==> src/rtl/cmsl_pkg.sv <==
// Shared constants and types for the configuration mode-select loader
package cmsl_pkg;
   localparam int MODE_W = 3;
   typedef enum logic [2:0]
   {
      CMSL_MODE_SER_MASTER  = 3'h0,
      CMSL_MODE_RSV_A       = 3'h1,
      CMSL_MODE_RSV_B       = 3'h2,
      CMSL_MODE_SYNC_PERIPH = 3'h3,
      CMSL_MODE_PAR_UP      = 3'h4,
      CMSL_MODE_ASYNC_PERIPH = 3'h5,
      CMSL_MODE_PAR_DOWN    = 3'h6,
      CMSL_MODE_SER_SLAVE   = 3'h7
   } cmsl_mode_t;
   localparam int ADDR_W = 22;
   localparam logic [21:0] ADDR_UP_START   = 22'h000000;
   localparam logic [21:0] ADDR_DOWN_18    = 22'h03FFFF;
   localparam logic [21:0] ADDR_DOWN_22    = 22'h3FFFFF;
   localparam int CLK_HZ       = 10_000_000;
   localparam int CONFIG_CLOCK_SLOW_HZ = 1_000_000;
   localparam int CONFIG_CLOCK_FAST_HZ = 8_000_000;
   // Half periods of the generated clock in system cycles, rounded down, at least one
   localparam int SLOW_HALF = (CLK_HZ / (2 * CONFIG_CLOCK_SLOW_HZ)) < 1 ? 1 : CLK_HZ / (2 * CONFIG_CLOCK_SLOW_HZ);
   localparam int FAST_HALF = (CLK_HZ / (2 * CONFIG_CLOCK_FAST_HZ)) < 1 ? 1 : CLK_HZ / (2 * CONFIG_CLOCK_FAST_HZ);
   // Register byte addresses
   localparam logic [7:0] REG_CTRL   = 8'h00;
   localparam logic [7:0] REG_STATUS = 8'h04;
   localparam logic [7:0] REG_DATA   = 8'h08;
   localparam logic [7:0] REG_COUNT  = 8'h0C;
   localparam logic [7:0] REG_AUX    = 8'h10;
   // Control fields
   localparam int CTRL_START  = 0;
   localparam int CTRL_FAST   = 1;
   localparam int CTRL_LINES22 = 2;
   localparam int CTRL_LOWV   = 3;
   localparam int CTRL_AUXEN  = 4;
   localparam int CTRL_ABORT  = 5;
   localparam logic [5:0] CTRL_RESET = 6'h00;
   localparam logic [1:0] RESP_OKAY   = 2'h0;
   localparam logic [1:0] RESP_SLVERR = 2'h2;
endpackage : cmsl_pkg

==> src/rtl/cmsl_sync.sv <==
// Two-flop synchroniser for a group of asynchronous inputs
`timescale 1ns/1ps
module cmsl_sync #(
   parameter int W = 1
) (
   input  wire logic         aclk,
   input  wire logic         aresetn,
   input  wire logic [W-1:0] d,
   output logic      [W-1:0] q
);
   logic [W-1:0] meta_r;
   logic [W-1:0] meta_nxt;
   logic [W-1:0] q_nxt;

   always_comb
   begin
      meta_nxt = d;
      q_nxt    = meta_r;
   end

   always_ff @(posedge aclk)
   begin
      if (!aresetn)
      begin
         meta_r <= '0;
         q      <= '0;
      end
      else
      begin
         meta_r <= meta_nxt;
         q      <= q_nxt;
      end
   end
endmodule : cmsl_sync

==> src/rtl/cmsl_clkdiv.sv <==
// Enable-pulse divider making the generated configuration clock level
`timescale 1ns/1ps
module cmsl_clkdiv #(
   parameter int SLOW = 5,
   parameter int FAST = 1
) (
   input  wire logic aclk,
   input  wire logic aresetn,
   input  wire logic run,
   input  wire logic fast,
   output logic      rise,
   output logic      fall,
   output logic      level
);
   localparam int CW = $clog2(SLOW + 1);
   logic [CW-1:0] cnt_r;
   logic [CW-1:0] cnt_nxt;
   logic          lvl_r;
   logic          lvl_nxt;
   logic [CW-1:0] half;

   initial
   begin
      if (SLOW < 1 || FAST < 1 || FAST > SLOW)
         $error("cmsl_clkdiv: bad half periods");
   end

   always_comb
   begin
      half    = fast ? CW'(FAST) : CW'(SLOW);
      cnt_nxt = cnt_r;
      lvl_nxt = lvl_r;
      rise    = 1'b0;
      fall    = 1'b0;
      if (!run)
      begin
         cnt_nxt = '0;
         lvl_nxt = 1'b0;
      end
      else if (cnt_r + CW'(1) >= half)
      begin
         cnt_nxt = '0;
         lvl_nxt = !lvl_r;
         rise    = !lvl_r;
         fall    = lvl_r;
      end
      else
         cnt_nxt = cnt_r + CW'(1);
   end

   always_ff @(posedge aclk)
   begin
      if (!aresetn)
      begin
         cnt_r <= '0;
         lvl_r <= 1'b0;
      end
      else
      begin
         cnt_r <= cnt_nxt;
         lvl_r <= lvl_nxt;
      end
   end

   assign level = lvl_r;
endmodule : cmsl_clkdiv

==> src/rtl/cmsl_loader.sv <==
// Configuration mode-select loader: mode capture, master and peripheral data paths
//
// Chosen here: the AXI4-Lite register port and the register offsets.
`timescale 1ns/1ps
module cmsl_loader #(
   parameter int          FRAME_BITS = 64,
   parameter logic [31:0] LOAD_BITS  = 32'h0000_0400
) (
   input  wire logic        aclk,
   input  wire logic        aresetn,
   input  wire logic [31:0] s_axi_awaddr,
   input  wire logic        s_axi_awvalid,
   output logic             s_axi_awready,
   input  wire logic [31:0] s_axi_wdata,
   input  wire logic [3:0]  s_axi_wstrb,
   input  wire logic        s_axi_wvalid,
   output logic             s_axi_wready,
   output logic [1:0]       s_axi_bresp,
   output logic             s_axi_bvalid,
   input  wire logic        s_axi_bready,
   input  wire logic [31:0] s_axi_araddr,
   input  wire logic        s_axi_arvalid,
   output logic             s_axi_arready,
   output logic [31:0]      s_axi_rdata,
   output logic [1:0]       s_axi_rresp,
   output logic             s_axi_rvalid,
   input  wire logic        s_axi_rready,
   input  wire logic        mode_sel_bit2,
   input  wire logic        mode_sel_bit1,
   input  wire logic        mode_sel_bit0,
   input  wire logic        config_clock_in,
   output logic             config_clock_out,
   output logic             config_clock_oe,
   input  wire logic        serial_data_in,
   output logic             serial_data_out,
   input  wire logic [7:0]  prom_data,
   output logic [17:0]      prom_address,
   output logic [3:0]       upper_prom_address,
   output logic             prom_address_oe,
   output logic             upper_prom_address_oe,
   input  wire logic [7:0]  host_data,
   input  wire logic        host_write_n,
   output logic             ready_busy,
   output logic             aux_output_pad,
   output logic             aux_output_oe,
   output logic             config_bit,
   output logic             config_bit_valid
);
   typedef enum logic [2:0]
   {
      ST_IDLE = 3'h0,
      ST_LOAD = 3'h1,
      ST_DONE = 3'h3,
      ST_HALT = 3'h2
   } cmsl_state_t;

   initial
   begin
      if (FRAME_BITS < 1)
         $error("cmsl_loader: FRAME_BITS must be positive");
   end

   function automatic logic is_reserved(input logic [2:0] m);
      is_reserved = (m == 3'h1) || (m == 3'h2);
   endfunction : is_reserved

   function automatic logic is_master(input logic [2:0] m);
      is_master = (m == 3'h0) || (m == 3'h4) || (m == 3'h6);
   endfunction : is_master

   // Synchronised pins
   logic [2:0] mode_s;
   logic [1:0] lnk_s;
   logic       wr_n_s;
   cmsl_sync #(.W(3)) u_mode_sync (
      .aclk    (aclk),
      .aresetn (aresetn),
      .d       ({mode_sel_bit2, mode_sel_bit1, mode_sel_bit0}),
      .q       (mode_s)
   );
   cmsl_sync #(.W(3)) u_link_sync (
      .aclk    (aclk),
      .aresetn (aresetn),
      .d       ({config_clock_in, serial_data_in, host_write_n}),
      .q       ({lnk_s, wr_n_s})
   );

   // Registers
   cmsl_state_t st_r, st_nxt;
   logic [5:0]  ctrl_r, ctrl_nxt;
   logic [2:0]  mode_r, mode_nxt;
   logic [21:0] addr_r, addr_nxt;
   logic [7:0]  shf_r, shf_nxt;
   logic [3:0]  bcnt_r, bcnt_nxt;
   logic [31:0] tot_r, tot_nxt;
   logic        fast_r, fast_nxt;
   logic        lines22_r, lines22_nxt;
   logic        busy_r, busy_nxt;
   logic        ext_prev_r, ext_prev_nxt;
   logic        wr_prev_r, wr_prev_nxt;
   logic        fwd_r, fwd_nxt;
   logic        dout_r, dout_nxt;
   logic        cbit_r, cbit_nxt;
   logic        cval_r, cval_nxt;
   logic        aux_r, aux_nxt;
   logic [7:0]  hbyte_r, hbyte_nxt;
   logic        aw_r, aw_nxt;
   logic        w_r, w_nxt;
   logic [7:0]  awa_r, awa_nxt;
   logic [31:0] wd_r, wd_nxt;
   logic        bv_r, bv_nxt;
   logic [1:0]  br_r, br_nxt;
   logic        rv_r, rv_nxt;
   logic [31:0] rd_r, rd_nxt;
   logic [1:0]  rr_r, rr_nxt;
   logic        cko_r, cko_nxt;
   logic        ckoe_r, ckoe_nxt;
   logic        aoe_r, aoe_nxt;
   logic        uoe_r, uoe_nxt;

   // Generated clock runs during load in master modes, and in async peripheral mode only while a byte is busy
   logic gen_run;
   logic g_rise;
   logic g_fall;
   logic g_lvl;
   cmsl_clkdiv #(.SLOW(cmsl_pkg::SLOW_HALF), .FAST(cmsl_pkg::FAST_HALF)) u_div (
      .aclk    (aclk),
      .aresetn (aresetn),
      .run     (gen_run),
      .fast    (fast_r),
      .rise    (g_rise),
      .fall    (g_fall),
      .level   (g_lvl)
   );

   logic ext_rise;
   logic ext_fall;
   logic c_rise;
   logic c_fall;
   logic host_wr;
   logic bit_in;
   logic load_bit;

   always_comb
   begin
      ext_rise = lnk_s[1] && !ext_prev_r;
      ext_fall = !lnk_s[1] && ext_prev_r;
      host_wr  = !wr_n_s && wr_prev_r;
      gen_run  = (st_r == ST_LOAD) && (is_master(mode_r) ||
                 (mode_r == cmsl_pkg::CMSL_MODE_ASYNC_PERIPH && busy_r));
      c_rise   = gen_run ? g_rise : (st_r == ST_LOAD && !is_master(mode_r) && ext_rise);
      c_fall   = gen_run ? g_fall : (!is_master(mode_r) && ext_fall);
      // Data bit source per mode
      unique case (mode_r)
         cmsl_pkg::CMSL_MODE_SER_MASTER,
         cmsl_pkg::CMSL_MODE_SER_SLAVE:  bit_in = lnk_s[0];
         cmsl_pkg::CMSL_MODE_PAR_UP,
         cmsl_pkg::CMSL_MODE_PAR_DOWN:   bit_in = prom_data[bcnt_r[2:0]];
         default:                        bit_in = hbyte_r[bcnt_r[2:0]];
      endcase
      load_bit = c_rise && (is_master(mode_r) && mode_r != cmsl_pkg::CMSL_MODE_SER_MASTER
                 || mode_r == cmsl_pkg::CMSL_MODE_SER_MASTER
                 || mode_r == cmsl_pkg::CMSL_MODE_SER_SLAVE || busy_r);
   end

   // Configuration state group
   always_comb
   begin
      st_nxt       = st_r;
      mode_nxt     = mode_r;
      addr_nxt     = addr_r;
      shf_nxt      = shf_r;
      bcnt_nxt     = bcnt_r;
      tot_nxt      = tot_r;
      fast_nxt     = fast_r;
      lines22_nxt  = lines22_r;
      busy_nxt     = busy_r;
      ext_prev_nxt = lnk_s[1];
      wr_prev_nxt  = wr_n_s;
      fwd_nxt      = fwd_r;
      dout_nxt     = dout_r;
      cbit_nxt     = cbit_r;
      cval_nxt     = 1'b0;
      hbyte_nxt    = hbyte_r;
      aux_nxt      = aux_r;
      unique case (st_r)
         ST_IDLE:
         begin
            if (ctrl_r[cmsl_pkg::CTRL_START])
            begin
               mode_nxt = mode_s;
               if (is_reserved(mode_s))
                  st_nxt = ST_HALT;
               else
               begin
                  st_nxt      = ST_LOAD;
                  fast_nxt    = 1'b0;
                  lines22_nxt = ctrl_r[cmsl_pkg::CTRL_LINES22]
                                || ctrl_r[cmsl_pkg::CTRL_LOWV];
                  addr_nxt    = cmsl_pkg::ADDR_UP_START;
                  if (mode_s == cmsl_pkg::CMSL_MODE_PAR_DOWN)
                     addr_nxt = lines22_nxt ? cmsl_pkg::ADDR_DOWN_22
                                            : cmsl_pkg::ADDR_DOWN_18;
                  bcnt_nxt = '0;
                  tot_nxt  = '0;
                  busy_nxt = 1'b0;
               end
            end
         end
         ST_LOAD:
         begin
            if (ctrl_r[cmsl_pkg::CTRL_ABORT])
               st_nxt = ST_IDLE;
            // Peripheral byte accept
            if ((mode_r == cmsl_pkg::CMSL_MODE_SYNC_PERIPH
                 || mode_r == cmsl_pkg::CMSL_MODE_ASYNC_PERIPH) && host_wr && !busy_r)
            begin
               hbyte_nxt = host_data;
               busy_nxt  = 1'b1;
               bcnt_nxt  = '0;
            end
            if (load_bit)
            begin
               shf_nxt  = {bit_in, shf_r[7:1]};
               cbit_nxt = bit_in;
               cval_nxt = 1'b1;
               fwd_nxt  = shf_r[7];
               tot_nxt  = tot_r + 32'h1;
               if (tot_r == 32'(FRAME_BITS) && ctrl_r[cmsl_pkg::CTRL_FAST])
                  fast_nxt = 1'b1;
               if (mode_r != cmsl_pkg::CMSL_MODE_SER_MASTER
                   && mode_r != cmsl_pkg::CMSL_MODE_SER_SLAVE)
               begin
                  bcnt_nxt = bcnt_r + 4'h1;
                  if (bcnt_r == 4'h7)
                  begin
                     bcnt_nxt = '0;
                     busy_nxt = 1'b0;
                     if (mode_r == cmsl_pkg::CMSL_MODE_PAR_UP)
                        addr_nxt = addr_r + 22'h1;
                     else if (mode_r == cmsl_pkg::CMSL_MODE_PAR_DOWN)
                        addr_nxt = addr_r - 22'h1;
                  end
               end
               if (tot_r + 32'h1 >= LOAD_BITS)
                  st_nxt = ST_DONE;
            end
            if (c_fall)
               dout_nxt = fwd_r;
         end
         ST_DONE:
         begin
            busy_nxt = 1'b0;
            if (c_fall)
               dout_nxt = lnk_s[0];
            aux_nxt = mode_s[2] ^ mode_s[0];
            if (ctrl_r[cmsl_pkg::CTRL_ABORT])
               st_nxt = ST_IDLE;
         end
         ST_HALT:
         begin
            if (ctrl_r[cmsl_pkg::CTRL_ABORT])
               st_nxt = ST_IDLE;
         end
      endcase
      ckoe_nxt = gen_run;
      cko_nxt  = gen_run && g_lvl;
      aoe_nxt  = (st_r == ST_LOAD) && (mode_r == cmsl_pkg::CMSL_MODE_PAR_UP
                 || mode_r == cmsl_pkg::CMSL_MODE_PAR_DOWN);
      uoe_nxt  = aoe_nxt && lines22_r;
   end

   // Bus slave group
   logic aw_take;
   logic w_take;
   always_comb
   begin
      aw_take = s_axi_awvalid && !aw_r && !bv_r;
      w_take  = s_axi_wvalid && !w_r && !bv_r;
      aw_nxt  = aw_r || aw_take;
      w_nxt   = w_r || w_take;
      awa_nxt = aw_take ? s_axi_awaddr[7:0] : awa_r;
      wd_nxt  = w_take ? s_axi_wdata : wd_r;
      bv_nxt  = bv_r && !s_axi_bready;
      br_nxt  = br_r;
      ctrl_nxt = ctrl_r;
      ctrl_nxt[cmsl_pkg::CTRL_START] = 1'b0;
      ctrl_nxt[cmsl_pkg::CTRL_ABORT] = 1'b0;
      if (aw_r && w_r)
      begin
         aw_nxt = 1'b0;
         w_nxt  = 1'b0;
         bv_nxt = 1'b1;
         br_nxt = cmsl_pkg::RESP_OKAY;
         if (awa_r == cmsl_pkg::REG_CTRL && s_axi_wstrb[0])
            ctrl_nxt = wd_r[5:0];
         else if (awa_r != cmsl_pkg::REG_STATUS && awa_r != cmsl_pkg::REG_DATA
                  && awa_r != cmsl_pkg::REG_COUNT && awa_r != cmsl_pkg::REG_AUX)
            br_nxt = cmsl_pkg::RESP_SLVERR;
      end
      rv_nxt = rv_r && !s_axi_rready;
      rd_nxt = rd_r;
      rr_nxt = rr_r;
      if (s_axi_arvalid && !rv_r)
      begin
         rv_nxt = 1'b1;
         rr_nxt = cmsl_pkg::RESP_OKAY;
         unique case (s_axi_araddr[7:0])
            cmsl_pkg::REG_CTRL:   rd_nxt = {26'h0, ctrl_r};
            cmsl_pkg::REG_STATUS: rd_nxt = {22'h0, lines22_r, fast_r, busy_r, mode_r,
                                            1'b0, st_r};
            cmsl_pkg::REG_DATA:   rd_nxt = {24'h0, shf_r};
            cmsl_pkg::REG_COUNT:  rd_nxt = tot_r;
            cmsl_pkg::REG_AUX:    rd_nxt = {30'h0, aux_r, 1'b0};
            default:
            begin
               rd_nxt = 32'h0;
               rr_nxt = cmsl_pkg::RESP_SLVERR;
            end
         endcase
      end
   end

   always_ff @(posedge aclk)
   begin
      if (!aresetn)
      begin
         st_r <= ST_IDLE;       ctrl_r <= cmsl_pkg::CTRL_RESET;
         mode_r <= 3'h7;        addr_r <= 22'h0;
         shf_r <= 8'h0;         bcnt_r <= 4'h0;
         tot_r <= 32'h0;        fast_r <= 1'b0;
         lines22_r <= 1'b0;     busy_r <= 1'b0;
         ext_prev_r <= 1'b0;    wr_prev_r <= 1'b0;
         fwd_r <= 1'b1;         dout_r <= 1'b1;
         cbit_r <= 1'b0;        cval_r <= 1'b0;
         aux_r <= 1'b0;         hbyte_r <= 8'h0;
         aw_r <= 1'b0;          w_r <= 1'b0;
         awa_r <= 8'h0;         wd_r <= 32'h0;
         bv_r <= 1'b0;          br_r <= 2'h0;
         rv_r <= 1'b0;          rd_r <= 32'h0;
         rr_r <= 2'h0;          cko_r <= 1'b0;
         ckoe_r <= 1'b0;        aoe_r <= 1'b0;
         uoe_r <= 1'b0;
      end
      else
      begin
         st_r <= st_nxt;        ctrl_r <= ctrl_nxt;
         mode_r <= mode_nxt;    addr_r <= addr_nxt;
         shf_r <= shf_nxt;      bcnt_r <= bcnt_nxt;
         tot_r <= tot_nxt;      fast_r <= fast_nxt;
         lines22_r <= lines22_nxt;  busy_r <= busy_nxt;
         ext_prev_r <= ext_prev_nxt; wr_prev_r <= wr_prev_nxt;
         fwd_r <= fwd_nxt;      dout_r <= dout_nxt;
         cbit_r <= cbit_nxt;    cval_r <= cval_nxt;
         aux_r <= aux_nxt;      hbyte_r <= hbyte_nxt;
         aw_r <= aw_nxt;        w_r <= w_nxt;
         awa_r <= awa_nxt;      wd_r <= wd_nxt;
         bv_r <= bv_nxt;        br_r <= br_nxt;
         rv_r <= rv_nxt;        rd_r <= rd_nxt;
         rr_r <= rr_nxt;        cko_r <= cko_nxt;
         ckoe_r <= ckoe_nxt;    aoe_r <= aoe_nxt;
         uoe_r <= uoe_nxt;
      end
   end

   // Aux output pad only after load and when enabled
   logic aux_oe_r;
   logic aux_oe_nxt;
   always_comb
   begin
      aux_oe_nxt = (st_r == ST_DONE) && ctrl_r[cmsl_pkg::CTRL_AUXEN];
   end
   always_ff @(posedge aclk)
   begin
      if (!aresetn)
         aux_oe_r <= 1'b0;
      else
         aux_oe_r <= aux_oe_nxt;
   end

   assign s_axi_awready         = aw_take;
   assign s_axi_wready          = w_take;
   assign s_axi_bvalid          = bv_r;
   assign s_axi_bresp           = br_r;
   assign s_axi_arready         = s_axi_arvalid && !rv_r;
   assign s_axi_rvalid          = rv_r;
   assign s_axi_rdata           = rd_r;
   assign s_axi_rresp           = rr_r;
   assign config_clock_out      = cko_r;
   assign config_clock_oe       = ckoe_r;
   assign serial_data_out       = dout_r;
   assign prom_address          = addr_r[17:0];
   assign upper_prom_address    = addr_r[21:18];
   assign prom_address_oe       = aoe_r;
   assign upper_prom_address_oe = uoe_r;
   assign ready_busy            = !busy_r;
   assign aux_output_pad        = aux_r;
   assign aux_output_oe         = aux_oe_r;
   assign config_bit            = cbit_r;
   assign config_bit_valid      = cval_r;
endmodule : cmsl_loader

==> config.mk <==
export PLATFORM = sky130hd
export DESIGN_NAME = cmsl_loader
export DESIGN_NICKNAME = d
export VERILOG_FILES = /design/src/rtl/cmsl_pkg.sv /design/src/rtl/cmsl_sync.sv /design/src/rtl/cmsl_clkdiv.sv /design/src/rtl/cmsl_loader.sv
export SDC_FILE = /design/constraint.sdc
export NUM_CORES = 1
export LEC_CHECK = 0
export ABC_AREA = 0
export BUFFER_PORTS_ARGS = -buffer_cell sky130_fd_sc_hd__buf_2
export CAP_MARGIN = 20
export CORE_MARGIN = 2
export CORE_UTILIZATION = 28
export CTS_BUF_LIST = sky130_fd_sc_hd__clkbuf_8
export CTS_CLUSTER_SIZE = 14
export DETAILED_ROUTE_END_ITERATION = 10
export GPL_ROUTABILITY_DRIVEN = 0
export PLACE_DENSITY_LB_ADDON = 0.15
export RECOVER_POWER = 100
export SYNTH_ARGS = -nofsm -noshare
export SYNTH_HDL_FRONTEND = slang
export SYNTH_SLANG_ARGS = --single-unit
==> constraint.sdc <==
create_clock -name aclk -period 9.25 [get_ports aclk]
set_clock_uncertainty 0.2 [all_clocks]
set_input_delay 1.85 -clock aclk [delete_from_list [all_inputs] [get_ports aclk]]
set_output_delay 1.85 -clock aclk [all_outputs]
set_load 0.02 [all_outputs]
### Yosys cells after proc, flatten, opt, wreduce, memory -nomap -nowiden

Index checks and enable logic that the tools add are counted.
W data, S select, Z words.

* magnitude comparators: 3
* $add $sub $neg: 5
* bitwise operators: 4
* muxes and demuxes: 57
* reductions and logical operators: 82
* equality and inequality tests: 31

Operators by type and width (count)
* $mux W22: 9
* $pmux W32 S5: 1
* $mux W32: 3
* $pmux W32 S2: 1
* $pmux W22 S2: 1
* $add A32 B1 Y32 const B: 1
* $eq A32 B7 Y1 const B: 1
* $ge A32 B11 Y1 const B: 1
* $logic_and A1 B1 Y1: 30
* $mux W4: 6
* $add A22 B1 Y22 const B: 1
* $sub A22 B1 Y22 const B: 1
* $mux W1: 19
* $eq A8 B4 Y1 const B: 2
* $logic_not A8 Y1: 2
* $ne A2 B2 Y1 const B: 8
* $ne A8 B4 Y1 const B: 2
* $eq A3 B3 Y1 const B: 5
* $mux W3: 5
* $reduce_and A3 Y1: 5
* $eq A3 B2 Y1 const B: 4
* $logic_not A1 Y1: 12
* $logic_or A1 B1 Y1: 12
* $reduce_and A2 Y1: 6
* 29 further kinds: 44

* output and inout bits: 73
* bits in registers: 171
* logic and storage cells: 221

### Depth between registers and ports, before layout

Gate-level depths: netlist (run 1).

* word-level depth: 10
* gate-level depth with buffers: 13
* gate-level depth less buffers: 11

### Cells and area by module

A second synthesis (run 1) with hierarchy kept.

* cells, all modules: 1016
* area, all modules: 8780.9 um^2

Modules (own cells, without submodules)
* cmsl_loader: area an instance 8229.1 um^2, cells each 969, seq. area each 3042.9 um^2, times used 1
* cmsl_sync: area an instance 157.7 um^2, cells each 12, seq. area each 120.1 um^2, times used 2
* cmsl_clkdiv: area an instance 236.5 um^2, cells each 23, seq. area each 80.1 um^2, times used 1

### Worst setup path before layout (run 1)

OpenSTA, ideal clock, no wires.

* kind: in2out
* start point: in s_axi_arvalid
* end point: out s_axi_arready
* cell stages on the path: 5
* arrival: 2805 ps
* slack: 4395 ps
* data required time: 7200 ps
* buffers on the path: 3
* path through: nand2b_1 > clkbuf_1 > inv_1 > clkbuf_1 > clkbuf_1

* longest elaborated chain between the ends: 1

Ends and longest elaborated chain
* start: declaration: RTL line cmsl_loader.sv:22 `input wire logic s_axi_arvalid,`
* $logic_and A1 B1 Y1: RTL line cmsl_loader.sv:385 `assign s_axi_arready = s_axi_arvalid && !rv_r;`
* end: declaration: RTL line cmsl_loader.sv:23 `output logic s_axi_arready,`

Every way passes these cells.

### Final worst setup path (run 1)

* start point: in aresetn
* end point: reg u_div.cnt_r[1]

* longest elaborated chain between the ends: 2

Ends and longest elaborated chain
* start: declaration: RTL line cmsl_loader.sv:10 `input wire logic aresetn,`
* $not A1 Y1 (no line)
* $reduce_or A3 Y1 (no line)
* end signal: assignment: RTL line cmsl_clkdiv.sv:60 `cnt_r <= cnt_nxt;`
* end: declaration: RTL line cmsl_clkdiv.sv:16 `logic [CW-1:0] cnt_r;`

Every way passes these cells.
A chain may end at the register's enable or synchronous reset.

==> results of run 1 <==
-- critical path, stage by stage --
cell	delay, ns
buf_2	0.07
clkbuf_1	1.55
clkinv_2	1.00
buf_4	0.63
nor3_1	0.61
and3_1	0.24
-- how the worst min path moves through the flow --
| stage | startpoint | endpoint | slack [ns] |
|---|---|---|---|
| final | u_mode_sync.meta_r[2] | u_mode_sync.q[2] | 0.23 |
| after CTS | u_mode_sync.meta_r[0] | u_mode_sync.q[0] | 0.23 |
| after global placement | u_mode_sync.meta_r[2] | u_mode_sync.q[2] | 0.22 |
| after floorplan | u_link_sync.meta_r[0] | u_link_sync.q[0] | 0.21 |
| after detailed placement | u_mode_sync.meta_r[0] | u_mode_sync.q[0] | 0.22 |
| after global routing | u_mode_sync.meta_r[0] | u_mode_sync.q[0] | 0.24 |
-- per-layer routing --
layer / share of wire (%) / routed length, um
met4: 1.6 / 403
met3: 4.4 / 1110
met1: 49 / 12300
met5: 0 / 0
met2: 45 / 11100
-- per-stage QoR --
| stage | setup slack [ns] | total power, W | hold WS, ns |
|---|---|---|---|
| after floorplan | 4.39 | 0.000829 | 0.212 |
| after global routing | 2.90 | 0.00144 | 0.241 |
| after CTS | 4.54 | 0.00140 | 0.232 |
| final | 3.49 | 0.00137 | 0.233 |
| after detailed placement | 4.46 | 0.000865 | 0.220 |
| after global placement | 4.50 | 0.000864 | 0.222 |
-- power by group --
group	switching [W]	internal, W	leakage [nW]
combinational	0.0000630	0.0000376	2.00
sequential	0.00000907	0.000734	1.36
clock	0.000310	0.000218	0.184
total	0.000383	0.000990	3.55
-- final cells by class --
type	instances	area, sq um	share of cell area, %
Multi-Input combinational cell	779	4840	49.7
Clock buffer	17	234	2.40
Inverter	18	68.8	0.707
Tap cell	396	495	5.09
Sequential cell	168	3360	34.6
Timing Repair Buffer	132	593	6.09
Clock inverter	15	141	1.45
-- synth_stat cells (6+ instances only) --
library cell,count
and3_1,19
nand4_1,8
nand3_1,55
xnor2_1,25
dfxtp_1,168
clkbuf_1,37
nand2_1,97
a211oi_2,7
nand2b_1,8
nor2_1,113
o21ai_0,57
o211ai_1,10
o21ai_1,12
a21oi_1,100
and2_1,24
buf_2,18
xor2_1,16
mux2_2,7
nor4_1,8
mux2i_1,32
nor3b_1,6
buf_4,7
ha_1,26
inv_1,16
a31oi_1,13
a211oi_1,7
nor3_1,21
-- cells by family after synthesis --
family / count (synthesis) / synth area share [%]
and+or+nand+nor: 401 / 23.3
AOI/OAI and AO/OA: 264 / 19.4
DFF: 168 / 39.0
buffers and inverters: 87 / 4.45
muxes: 43 / 5.67
xor gates and xnor gates: 41 / 4.16
adders and majority gates: 27 / 4.00
other: 1 / 0.0435
-- flip-flops by register name (all words and copies together) (netlist names), 4 cells and up --
register / cells
s_axi_rdata: 32
tot_r: 32
addr_r: 22
awa_r: 8
hbyte_r: 8
shf_r: 8
ctrl_r: 6
wd_r: 6
bcnt_r: 4
==> impl_metrics.csv, run 1 <==
group,metric,value,unit
timing,max_clock_freq,174,MHz
timing,setup_viol,0,
clock_tree,clockBufferDepth,2,
global_route,use_met2,24.7,%
setup_path,crit_path_start_kind,"input port",
final_layout,nFillCells,3314,
global_route,globalRouteTotalUtil,15.6,%
clock_tree,cts.clk_slew.worst_paths,0.10,ns
logic_synthesis,ys_warn_count,0,
timing,slew_headroom,-45.3,%
timing,rsz0062_at_grt,"false",
placement,io_buffers,122,
global_route,gr-total-overflow,0,
final_layout,nNetsFinal,1272,
power_and_ir_drop,powerDensity,141,nW/um^2
outcome,outcome,"complete, but fails checks",
timing,tns,0,ns
final_layout,layout_common_cells,"dfxtp_1 (168), nor2_1 (113), a21oi_1 (100), nand2_1 (98), clkbuf_1 (72)",
setup_path,timing.rr.end,"addr_r[21]",
logic_synthesis,synth-seq-cells,168,
die,start_util,28.3,%
die,core,30400,sq um
logic_synthesis,synthCells,1032,
power_and_ir_drop,p_leak,3.55,nW
final_layout,num_antenna_cells,0,
global_route,met3_usage,3.42,%
placement,dpl_cell_area,9490,sq um
die,die_area,32200,sq um
logic_synthesis,synthesis.area,8630,sq um
setup_path,crit_path_end,"u_div.cnt_r[1]",
logic_synthesis,synth.top_cell.area_share,39.0,%
clock_tree,h-tree-depth,4,
setup_path,r2r_start,"mode_r[1]",
final_layout,final_common_cell,"dfxtp_1",
final_layout,drive_gt1_share,11.2,%
clock_tree,ctsResizeCount,0,
setup_path,worst_r2r_path_depth,11,
logic_synthesis,synth_flop_cell,"dfxtp_1",
routing,vias,7633,
routing,totalWireLength,24900,um
placement,dpl.hpwl,17300,um
routing,drt_iter0_markers,478,
global_route,grt.busiest_layer,"met2",
logic_synthesis,ys_types,83,
final_layout,layout.cells.non_filler,1525,
timing,hold_viol_final,0,
setup_path,r2r_slack,4.92,ns
run,drv_cap,2,
final_layout,stdcell_area,9730,sq um
worst_hold_path,hold_path_class,"reg2reg",
clock_tree,ctsHoldBuffers,0,
clock_tree,numClockSinks,168,
timing,timing.final.crit_share,62.3,%
setup_path,endpoint_kind,"register",
logic_synthesis,yosys-top-cells-area,"dfxtp_1 (39%), a21oi_1 (5.8%), nor2_1 (4.9%)",
routing,vias_per_cell,5.01,
placement,dp_cells,1492,
die,die_h,180,um
timing,worst_pin_slew,2.18,ns
power_and_ir_drop,vdd.ir_drop.worst,0.0000593,V
setup_path,cp_data_arrival_time,5.98,ns
global_route,use_met1,21.3,%
logic_synthesis,avgSynthCellArea,8.36,sq um
setup_path,required,9.47,ns
timing,slew_viol_final,80,
outcome,violations,"max-capacitance violations, max-slew violations",
setup_path,cp-startpoint,"aresetn",
global_route,antenna_found_initial,0,
logic_synthesis,synth_area_leader_cell,"dfxtp_1",
global_route,grt_pass1_vias,7472,
setup_path,worstSetupPathType,"in2reg",
die,fp.dieW,180,um
worst_hold_path,worstHoldPathCells,1,
global_route,grt_max_degree,73,
clock_tree,clockRootBuffer,"clkbuf_8",
final_layout,utilization,32.0,%
routing,drc_errors,0,
logic_synthesis,synthArstFlopShare,0,%
setup_path,crit_fanout,72,
die,row_count,64,
logic_synthesis,ys_seq_area_share,39.0,%
die,pin_count,202,
routing,drtPass1Iterations,5,
global_route,grt_pass1_wl,41100,um
clock_tree,cts_buffers,17,
routing,wl_per_cell,16.3,um
final_layout,area_delta_synth_final,12.8,%
timing,period_needed,5.76,ns
clock_tree,cts_setup_buffers,0,
clock_tree,cts_tree,"yes",
routing,postRouteAntennaNets,0,
logic_synthesis,synth_edf_count,0,
clock_tree,clk_latency,0.48,ns
Note: power is estimated with default switching activity, not from simulation.
==> run 2, diff against run 1 <==
==> constraint.sdc (replaced) <==
create_clock -name aclk -period 5 [get_ports aclk]
set_clock_uncertainty 0.2 [all_clocks]
set_input_delay 1 -clock aclk [delete_from_list [all_inputs] [get_ports aclk]]
set_output_delay 1 -clock aclk [all_outputs]
set_load 0.02 [all_outputs]
==> impl_metrics.csv, run 2 (same netlist as run 1, synthesis figures left out) <==
group,metric,value,unit
outcome,outcome,"complete, but fails checks",
outcome,violations,"max-capacitance violations, max-slew violations",
setup_path,worstSetupPathType,"in2out",
clock_tree,cts.clk_slew.worst_paths,0.09,ns
final_layout,area_delta_synth_final,13.1,%
timing,slew_headroom,-13.4,%
setup_path,crit_path_start_kind,"input port",
clock_tree,clk_latency,0.48,ns
final_layout,drive_gt1_share,11.6,%
power_and_ir_drop,power,0.00256,W
setup_path,r2r_slack,0.92,ns
die,core,30400,sq um
timing,rsz0062_at_grt,"false",
global_route,gr-total-overflow,0,
final_layout,nNetsFinal,1277,
placement,dp_cells,1498,
final_layout,layout.cells.non_filler,1530,
setup_path,r2r_start,"u_div.cnt_r[0]",
clock_tree,h-tree-depth,4,
clock_tree,ctsHoldBuffers,0,
timing,tns,0,ns
die,row_count,64,
timing,hold_viol_final,0,
clock_tree,clockRootBuffer,"clkbuf_8",
routing,drt_iter0_markers,474,
routing,drc_errors,0,
setup_path,endpoint_kind,"output pin",
placement,io_buffers,122,
global_route,antenna_found_initial,0,
final_layout,nFillCells,3330,
global_route,grt_pass1_vias,7102,
timing,max_clock_freq,238,MHz
power_and_ir_drop,powerDensity,262,nW/um^2
routing,vias,7494,
routing,drtPass1Iterations,5,
die,die_area,32200,sq um
power_and_ir_drop,vdd.ir_drop.worst,0.000136,V
clock_tree,numClockSinks,168,
worst_hold_path,worstHoldPathCells,1,
timing,slew_viol_final,36,
setup_path,timing.rr.end,"addr_r[20]",
routing,wl_per_cell,16.2,um
global_route,globalRouteTotalUtil,15.3,%
timing,period_needed,4.19,ns
routing,vias_per_cell,4.90,
clock_tree,cts_setup_buffers,0,
setup_path,crit_fanout,35,
final_layout,num_antenna_cells,0,
die,start_util,28.3,%
timing,setup_viol,0,
clock_tree,clockBufferDepth,2,
worst_hold_path,hold_path_class,"reg2reg",
final_layout,layout_common_cells,"dfxtp_1 (168), nor2_1 (113), a21oi_1 (102), nand2_1 (98), clkbuf_1 (75)",
die,fp.dieW,180,um
run,drv_cap,1,
final_layout,final_common_cell,"dfxtp_1",
setup_path,required,3.80,ns
die,pin_count,202,
timing,timing.final.crit_share,83.9,%
timing,worst_pin_slew,1.70,ns
clock_tree,cts_buffers,17,
die,die_h,180,um
worst_hold_path,worstHoldEndpoint,"u_mode_sync.q[1]",
worst_hold_path,hp-start,"u_mode_sync.meta_r[1]",
placement,dpl.hpwl,17500,um
placement,post-place-ws,1.13,ns
timing,layout_setup_ws,0.806,ns
routing,totalWireLength,24800,um
global_route,grt_pass1_wl,39900,um
setup_path,cp_data_arrival_time,2.99,ns
global_route,grt_max_degree,65,
power_and_ir_drop,p_leak,3.56,nW
routing,postRouteAntennaNets,0,
clock_tree,ctsResizeCount,0,
setup_path,worst_r2r_path_depth,10,
clock_tree,cts_tree,"yes",
==> run 2: cell count changes in the layout (fill, tap and decap cells not counted), sizes merged <==
cell,previous run,this run
clkbuf,89,94
clkinv,3,0
inv,25,30
bufinv,1,0
clkinvlp,4,3
==> run 2: worst max path at each step <==
stage / start / to / slack (ns) / depth (start not counted)
final: s_axi_arvalid / s_axi_arready / 0.81 / 6
after global routing: s_axi_arvalid / s_axi_arready / 0.50 / 6
after CTS: mode_r[1] / addr_r[21] / 1.09 / 11
after detailed placement: mode_r[1] / addr_r[21] / 1.13 / 11
after global placement: mode_r[1] / addr_r[21] / 1.12 / 11
after floorplan: mode_r[1] / addr_r[21] / 1.66 / 13
==> run 2: layout make-up <==
| type | count | area (sq um) | area share, % |
|---|---|---|---|
| Timing Repair Buffer | 137 | 609 | 6.24 |
| Clock inverter | 15 | 146 | 1.50 |
| Sequential cell | 168 | 3360 | 34.5 |
| Multi-Input combinational cell | 779 | 4840 | 49.6 |
| Tap cell | 396 | 495 | 5.08 |
| Inverter | 18 | 68.8 | 0.705 |
| Clock buffer | 17 | 234 | 2.40 |
==> run 2: report_power, final <==
part           switching, W  total (W)  internal, W
clock              0.000617   0.000994     0.000376
sequential        0.0000169    0.00138      0.00136
combinational      0.000118   0.000187    0.0000691
total              0.000752    0.00256      0.00180
==> run 2: metrics by stage <==
stage | hold slack, ns | utilization, % | area (sq um)
3_5_place_dp | 0.218 | 31.3 | 9540
5_1_grt | 0.262 | 32.1 | 9760
3_3_place_gp | 0.219 | 31.3 | 9540
4_1_cts | 0.242 | 32.6 | 9920
6_report | 0.239 | 32.1 | 9760
2_1_floorplan | 0.212 | - | 8630
==> run 2: worst max-delay path: stages <==
cell and delay (ns):
buf_2 0.10, nand2b_1 0.05, clkbuf_1 1.22, inv_1 0.09
buf_4 0.31, buf_2 0.21
==> run 2: metal layers <==
layer | wire length (um) | global-route usage (%) | vias up
met4 | 336 | 4.42 | 0
met5 | 0 | 0 | -
li1 | - | - | 3875
met2 | 11100 | 23.7 | 149
met1 | 12200 | 21.1 | 3454
met3 | 1180 | 3.67 | 16
